### src/shared/dram_ctl_pkg.sv
// package for the page/nibble dram access controller
// assumes a 25 MHz system clock; the dram itself has no clock
package dram_ctl_pkg;

  localparam int unsigned CLK_PERIOD_NS = 40;
  // nibble cycle time, one full column-strobe toggle
  localparam int unsigned NIBBLE_CYCLE_NS = 50;
  // half cycles of the column strobe, rounded up, at least one clock
  localparam int unsigned NIB_HALF_NS = (NIBBLE_CYCLE_NS + 1) / 2;
  localparam int unsigned NIB_HALF_CYC =
    (NIB_HALF_NS + CLK_PERIOD_NS - 1) / CLK_PERIOD_NS;
  // row to column delay, precharge, strobe-low width, in clocks
  localparam int unsigned RCD_CYC   = 2;
  localparam int unsigned PRE_CYC   = 2;
  localparam int unsigned CAS_CYC   = 1;
  localparam int unsigned ADDR_W    = 10;
  localparam int unsigned CNT_W     = 4;

  // command codes
  typedef enum logic [1:0] {
    CMD_PAGE   = 2'h0,
    CMD_NIBBLE = 2'h1,
    CMD_CLOSE  = 2'h2
  } cmd_t;

  typedef struct packed {
    cmd_t                cmd;
    logic                write;
    logic [ADDR_W-1:0]   row;
    logic [ADDR_W-1:0]   col;
    logic                wdata;
  } req_t;

  typedef struct packed {
    logic              ras_n;
    logic              cas_n;
    logic              we_n;
    logic [ADDR_W-1:0] addr;
  } dram_pins_t;

  localparam logic [ADDR_W-1:0] ADDR_RST = 10'h000;

endpackage : dram_ctl_pkg

### src/hw/dram_page_nibble_ctl.sv
// controller driving a multiplexed-address dram in page and nibble mode
// assumes requests from logic on i_sys_clk and the dram data pin on a wire
//
// Functional notes
// - keep row strobe low throughout a page run so columns share one row
// - column strobe fall reads or writes the cell chosen by write enable
// - between page accesses raise column strobe, new address, lower again
// - nibble run opens with an ordinary access, then column strobe toggles
// - in nibble runs tie top address pin low so the stepped top bits start at zero
// - row latched on row strobe fall, column on column strobe fall
`timescale 1ns/100ps
`default_nettype none

module dram_page_nibble_ctl #(
  parameter int unsigned ADDR_W = dram_ctl_pkg::ADDR_W
) (
  // clock and reset
  input  wire logic                i_sys_clk,
  input  wire logic                i_rst_n,
  // request side
  input  wire logic                i_req_valid,
  input  var  dram_ctl_pkg::req_t  i_req,
  output logic                     o_req_ready,
  output logic                     o_rd_valid,
  output logic                     o_rd_data,
  output logic [1:0]               o_nib_step,
  // dram pins
  output var  dram_ctl_pkg::dram_pins_t o_dram,
  input  wire logic                i_dq,
  output logic                     o_dq,
  output logic                     o_dq_oe
);

  typedef enum logic [2:0] {
    ST_IDLE  = 3'h0,
    ST_RCD   = 3'h1,
    ST_CAS   = 3'h2,
    ST_OPEN  = 3'h3,
    ST_CASHI = 3'h4,
    ST_PRE   = 3'h5
  } state_t;

  state_t                              state_q;
  logic [dram_ctl_pkg::CNT_W-1:0]      cnt_q;
  logic                                nib_q;
  logic                                wr_q;
  logic [ADDR_W-1:0]                   col_q;
  logic                                dq_meta_q;
  logic                                dq_sync_q;
  logic                                rd_pend_q;
  logic                                rd_wait_q;
  // request addresses after the nibble-mode top-pin rule
  logic [ADDR_W-1:0]                   row_eff;
  logic [ADDR_W-1:0]                   col_eff;

  localparam logic [dram_ctl_pkg::CNT_W-1:0] RCD_N =
    dram_ctl_pkg::CNT_W'(dram_ctl_pkg::RCD_CYC);
  localparam logic [dram_ctl_pkg::CNT_W-1:0] PRE_N =
    dram_ctl_pkg::CNT_W'(dram_ctl_pkg::PRE_CYC);
  localparam logic [dram_ctl_pkg::CNT_W-1:0] CAS_N =
    dram_ctl_pkg::CNT_W'(dram_ctl_pkg::CAS_CYC);
  localparam logic [dram_ctl_pkg::CNT_W-1:0] NIB_N =
    dram_ctl_pkg::CNT_W'(dram_ctl_pkg::NIB_HALF_CYC);

  // nibble runs hold the top address pin low so the stepped top bits start at zero
  always_comb begin
    row_eff = i_req.row;
    col_eff = i_req.col;
    if (i_req.cmd == dram_ctl_pkg::CMD_NIBBLE) begin
      row_eff[ADDR_W-1] = 1'b0;
      col_eff[ADDR_W-1] = 1'b0;
    end
  end

  // data pin synchroniser
  // only the second flop feeds the read capture
  always_ff @(posedge i_sys_clk or negedge i_rst_n) begin
    if (!i_rst_n) begin
      dq_meta_q <= 1'b0;
      dq_sync_q <= 1'b0;
    end else begin
      dq_meta_q <= i_dq;
      dq_sync_q <= dq_meta_q;
    end
  end

  // sequencer and strobes
  always_ff @(posedge i_sys_clk or negedge i_rst_n) begin
    if (!i_rst_n) begin
      state_q       <= ST_IDLE;
      cnt_q         <= '0;
      nib_q         <= 1'b0;
      wr_q          <= 1'b0;
      col_q         <= dram_ctl_pkg::ADDR_RST;
      o_dram.ras_n  <= 1'b1;
      o_dram.cas_n  <= 1'b1;
      o_dram.we_n   <= 1'b1;
      o_dram.addr   <= dram_ctl_pkg::ADDR_RST;
      o_req_ready   <= 1'b0;
      o_dq          <= 1'b0;
      o_dq_oe       <= 1'b0;
      o_nib_step    <= 2'h0;
    end else begin
      case (state_q)
        ST_IDLE: begin
          // a close with no open row is taken and dropped
          o_req_ready <= 1'b1;
          if (i_req_valid && o_req_ready &&
              i_req.cmd != dram_ctl_pkg::CMD_CLOSE) begin
            o_req_ready  <= 1'b0;
            o_dram.addr  <= row_eff;
            o_dram.ras_n <= 1'b0;
            nib_q        <= (i_req.cmd == dram_ctl_pkg::CMD_NIBBLE);
            wr_q         <= i_req.write;
            col_q        <= col_eff;
            o_dq         <= i_req.wdata;
            o_dq_oe      <= i_req.write;
            o_nib_step   <= 2'h0;
            cnt_q        <= RCD_N;
            state_q      <= ST_RCD;
          end
        end
        ST_RCD: begin
          o_dram.addr <= col_q;
          o_dram.we_n <= ~wr_q;
          if (cnt_q <= 4'h1) begin
            o_dram.cas_n <= 1'b0;
            cnt_q        <= nib_q ? NIB_N : CAS_N;
            state_q      <= ST_CAS;
          end else begin
            cnt_q <= cnt_q - 4'h1;
          end
        end
        ST_CAS: begin
          if (cnt_q <= 4'h1) begin
            o_dram.cas_n <= 1'b1;
            o_dram.we_n  <= 1'b1;
            o_req_ready  <= 1'b1;
            state_q      <= ST_OPEN;
          end else begin
            cnt_q <= cnt_q - 4'h1;
          end
        end
        ST_OPEN: begin
          // row stays open while more accesses come
          if (i_req_valid && o_req_ready) begin
            o_req_ready <= 1'b0;
            if (i_req.cmd == dram_ctl_pkg::CMD_CLOSE ||
                (!nib_q && i_req.cmd != dram_ctl_pkg::CMD_PAGE)) begin
              o_dram.ras_n <= 1'b1;
              o_dq_oe      <= 1'b0;
              cnt_q        <= PRE_N;
              state_q      <= ST_PRE;
            end else begin
              // nibble toggles reuse latched address
              if (!nib_q) begin
                o_dram.addr <= i_req.col;
              end
              wr_q        <= i_req.write;
              o_dram.we_n <= ~i_req.write;
              o_dq        <= i_req.wdata;
              o_dq_oe     <= i_req.write;
              cnt_q       <= nib_q ? NIB_N : CAS_N;
              state_q     <= ST_CASHI;
            end
          end
        end
        ST_CASHI: begin
          // strobe was high one clock with address set up
          o_dram.cas_n <= 1'b0;
          if (nib_q) begin
            o_nib_step <= o_nib_step + 2'h1;
          end
          state_q <= ST_CAS;
        end
        ST_PRE: begin
          // row strobe stays high for the precharge count
          if (cnt_q <= 4'h1) begin
            nib_q       <= 1'b0;
            o_nib_step  <= 2'h0;
            o_req_ready <= 1'b1;
            state_q     <= ST_IDLE;
          end else begin
            cnt_q <= cnt_q - 4'h1;
          end
        end
        default: begin
          state_q <= ST_IDLE;
        end
      endcase
    end
  end

  // read data capture at the end of each read strobe-low phase
  // the pin is sampled as the strobe rises and needs two more clocks
  // through the synchroniser before the capture may take it
  always_ff @(posedge i_sys_clk or negedge i_rst_n) begin
    if (!i_rst_n) begin
      rd_pend_q  <= 1'b0;
      rd_wait_q  <= 1'b0;
      o_rd_valid <= 1'b0;
      o_rd_data  <= 1'b0;
    end else begin
      rd_pend_q  <= (state_q == ST_CAS) && (cnt_q <= 4'h1) && !wr_q;
      rd_wait_q  <= rd_pend_q;
      o_rd_valid <= rd_wait_q;
      if (rd_wait_q) begin
        o_rd_data <= dq_sync_q;
      end
    end
  end

endmodule : dram_page_nibble_ctl

`default_nettype wire

### config.mk
export PLATFORM = sky130hd
export DESIGN_NAME = dram_page_nibble_ctl
export DESIGN_NICKNAME = d
export VERILOG_FILES = /design/src/shared/dram_ctl_pkg.sv /design/src/hw/dram_page_nibble_ctl.sv
export SDC_FILE = /design/constraint.sdc
export NUM_CORES = 1
export LEC_CHECK = 0
export BUFFER_PORTS_ARGS = -buffer_cell sky130_fd_sc_hd__buf_2
export CAP_MARGIN = 40
export CORE_MARGIN = 8
export CORE_UTILIZATION = 50
export DETAILED_ROUTE_END_ITERATION = 7
export MAX_ROUTING_LAYER = met4
export PLACE_DENSITY = 0.74
export SKIP_CTS_REPAIR_TIMING = 1
export SLEW_MARGIN = 0
export SYNTH_ARGS = -nofsm -noshare
export SYNTH_HDL_FRONTEND = slang
export SYNTH_SLANG_ARGS = --single-unit
### constraint.sdc
create_clock -name i_sys_clk -period 1.95 [get_ports i_sys_clk]
set_input_delay 0.0975 -clock i_sys_clk [delete_from_list [all_inputs] [get_ports i_sys_clk]]
set_output_delay 0.0975 -clock i_sys_clk [all_outputs]
set_load 0.01 [all_outputs]
==> results.md <==
- Outcome: complete, no violations
- Commonest cells after routing, fill and taps aside: buf_2 (47), dfrtp_1 (40), mux2_2 (23)
- RSZ-0062 raised after global routing: false
- Mean Syn Cell Area: 11.0 µm²
- Worst-Skew Late Latency: 0.30 ns
- PwrDens: 1750 nW/µm²
- Hold Path Class: input pin to register
- Tot Pwr: 4.81 mW
- DP HPWL: 3.63 mm
- DR iter-0 viols: 69
- Least-Margin Pin Slew: 0.520 ns
- Port bufs: 47
- Setup CP Type: register to register
- Final hold violations: 0
- Antenna diodes: 0
- Initial Util: 51.7%
- Number of antenna violations at the first check in global routing: 0
- Tcrit/Tclk final: between 90% and 100%
- Crit path required time: 2.14 ns
- Post-synth cell types: 47
- Area Growth Syn to Fin: 21.8%
- Net Count, Synth: about 230
- Final worst slack: 0.123 ns
- Area of the multi-input gates: 1070 µm²
- DIE AREA: approximately 7000 µm²
- Reg area: 1080 µm²
- Core area: 4350 µm²
- Worst Setup End Kind: register
- LEAKAGE: 1.33 nW
- Synthesized area: 2250 µm²
- Max Clk Rate: 0.547 GHz
- CTS tree: done
- Routed length per instance: 15.5 µm
- Layout Nets: about 290
- Clock-pin slew on the worst setup and hold paths: ~0.090 ns
- Max_slew headroom: between 60 and 70%
- Final Skew: 0.00816 ns
- Total global routing track utilization: 15.1%
- Most common cell after layout, fill and taps aside: buf_2
- Final core utilization: around 63%
- Syn Inst Count: 204
- Chip height: 83.1 µm
- ANT nets after route: 0
- DRC: 0
- Final hold slack: 0.0203 ns
- Element type at the critical path start: register
- Critical Path AT: 2.02 ns
- I/O Pins: 48
- Sink Count: 43
- Seq/Total Area, Yosys: 48.0%
- Post-Route WL: 4.85 mm
- Placement Setup Slack: ~0.14 ns
- Routed vias: ~1700
- Crit Path Max Fanout: 8
- Yosys reg bits: 43
- First-pass DRT Iterations: 4
- Maxcap violations: 0
- Setup-failing EPs final: 0
- Setup TNS Final: 0 ns
- Overflow after GRT: 0
- TritonCTS buffer count: 5
- Clock Tree Buf Depth: 2
- Chip width: 83.1 µm
- Vias per cell: between 5 and 6
- Root Buffer: clkbuf_8
- Peak VDD IR: 0.765 mV
- Fin crit period: 1.83 ns
- Cell Rows: 24
- First-pass GRT wire length: 8.61 mm
- H-tree levels: 2
- Vias in the first global route: 1834
- GPL Wtd Cong: 0.838
- Fill count: 356
- Share of cells above drive strength 1: between 30% and 40%
- Largest net degree at the start of global routing: between 40 and 50
- Ys Warns: 0
- Number of max-slew violations in the final report: 0
==> cell usage after synthesis (all sizes together) <==
library cell,number,area share (%)
a211o,1,0.39
a211oi,3,1.6
a21boi,3,1.2
a21o,5,1.7
a21oi,6,1.3
a22oi,1,0.33
a2bb2oi,1,0.39
and2,1,0.28
buf,7,2.2
clkbuf,2,0.33
dfrtp,40,44
dfstp,3,3.5
ha,2,1.1
inv,11,1.8
mux2,25,13
mux2i,11,4.9
nand2,18,3.1
nand2b,4,1.1
nand3,3,0.67
nand3b,1,0.33
nor2,11,2.6
nor2b,2,0.89
nor3,7,1.6
nor4,3,1.5
nor4b,2,1.4
o211ai,3,1.0
o21ai,16,3.6
o21bai,1,0.33
o22ai,5,1.7
o311ai,1,0.39
o31ai,1,0.33
or2,2,0.78
or3,1,0.28
or3b,1,0.39
==> worst max-delay path: stages (launching register included) <==
cell      delay (ns)
dfrtp_1         0.43
inv_1           0.11
ha_1            0.20
nor2_1          0.08
or2_4           0.26
a211oi_4        0.37
o21bai_1        0.20
a21boi_2        0.07
==> area by class of cell <==
class                           count  area share [%]
Multi-Input combinational cell    141            39.1
Timing Repair Buffer               59            12.5
Sequential cell                    43            39.4
Clock inverter                      3            2.60
Clock buffer                        5            2.51
Inverter                           11            1.51
Tap cell                           52            2.37
==> power breakdown <==
part	total (mW)	switching, mW	internal (mW)
clock network	0.854	0.334	0.520
registers	1.60	0.280	1.32
logic	2.36	1.19	1.16
total	4.81	1.81	3.00
==> state kept, by name (all words and copies together), names as in the netlist <==
name	flops
dq_meta_q	1
o_dram	13
o_dq_oe	1
o_req_ready	1
nib_q	1
o_rd_valid	1
cnt_q	4
o_dq	1
dq_sync_q	1
rd_wait_q	1
o_nib_step	2
rd_pend_q	1
wr_q	1
col_q	10
state_q	3
o_rd_data	1
==> per-layer routing <==
metal | GRT usage, % | vias to the layer above | wire length, µm
met5 | - | - | 0
met4 | 3.83 | 0 | 48
met3 | 4.59 | 6 | 245
met2 | 23.8 | 46 | 2310
met1 | 18.2 | 844 | 2250
li1 | - | 845 | -
==> logic make-up after synthesis <==
logic type | Yosys count | synth area share, %
AND/OR/NAND/NOR | 56 | 14.9
adder cells (fa/ha/maj) | 2 | 1.11
multiplexers | 36 | 17.6
AO/OA/AOI/OAI | 47 | 14.1
flip-flops | 43 | 48.0
buffers and inverters | 20 | 4.34
==> final timing paths <==
path                           start          to  slack, ns  cells past startpoint
max in group asynchronous    i_rst_n  o_dram[12]       1.20                      3
hold reg to reg            dq_meta_q   dq_sync_q       0.36                      0
hold / removal              i_req[0]        o_dq       0.02                      2
min in group asynchronous    i_rst_n  o_rd_valid       0.38                      3
setup / recovery            cnt_q[0]    cnt_q[0]       0.12                      7
setup reg to reg            cnt_q[0]    cnt_q[0]       0.12                      7
==> through the flow <==
stage	instance area, µm²	instances
global route	2740	314
global placement	2580	304
CTS	2720	312
finish	2740	314
detailed placement	2580	304
floorplan	2250	204
No activity file was read; power rests on OpenSTA's default activity.
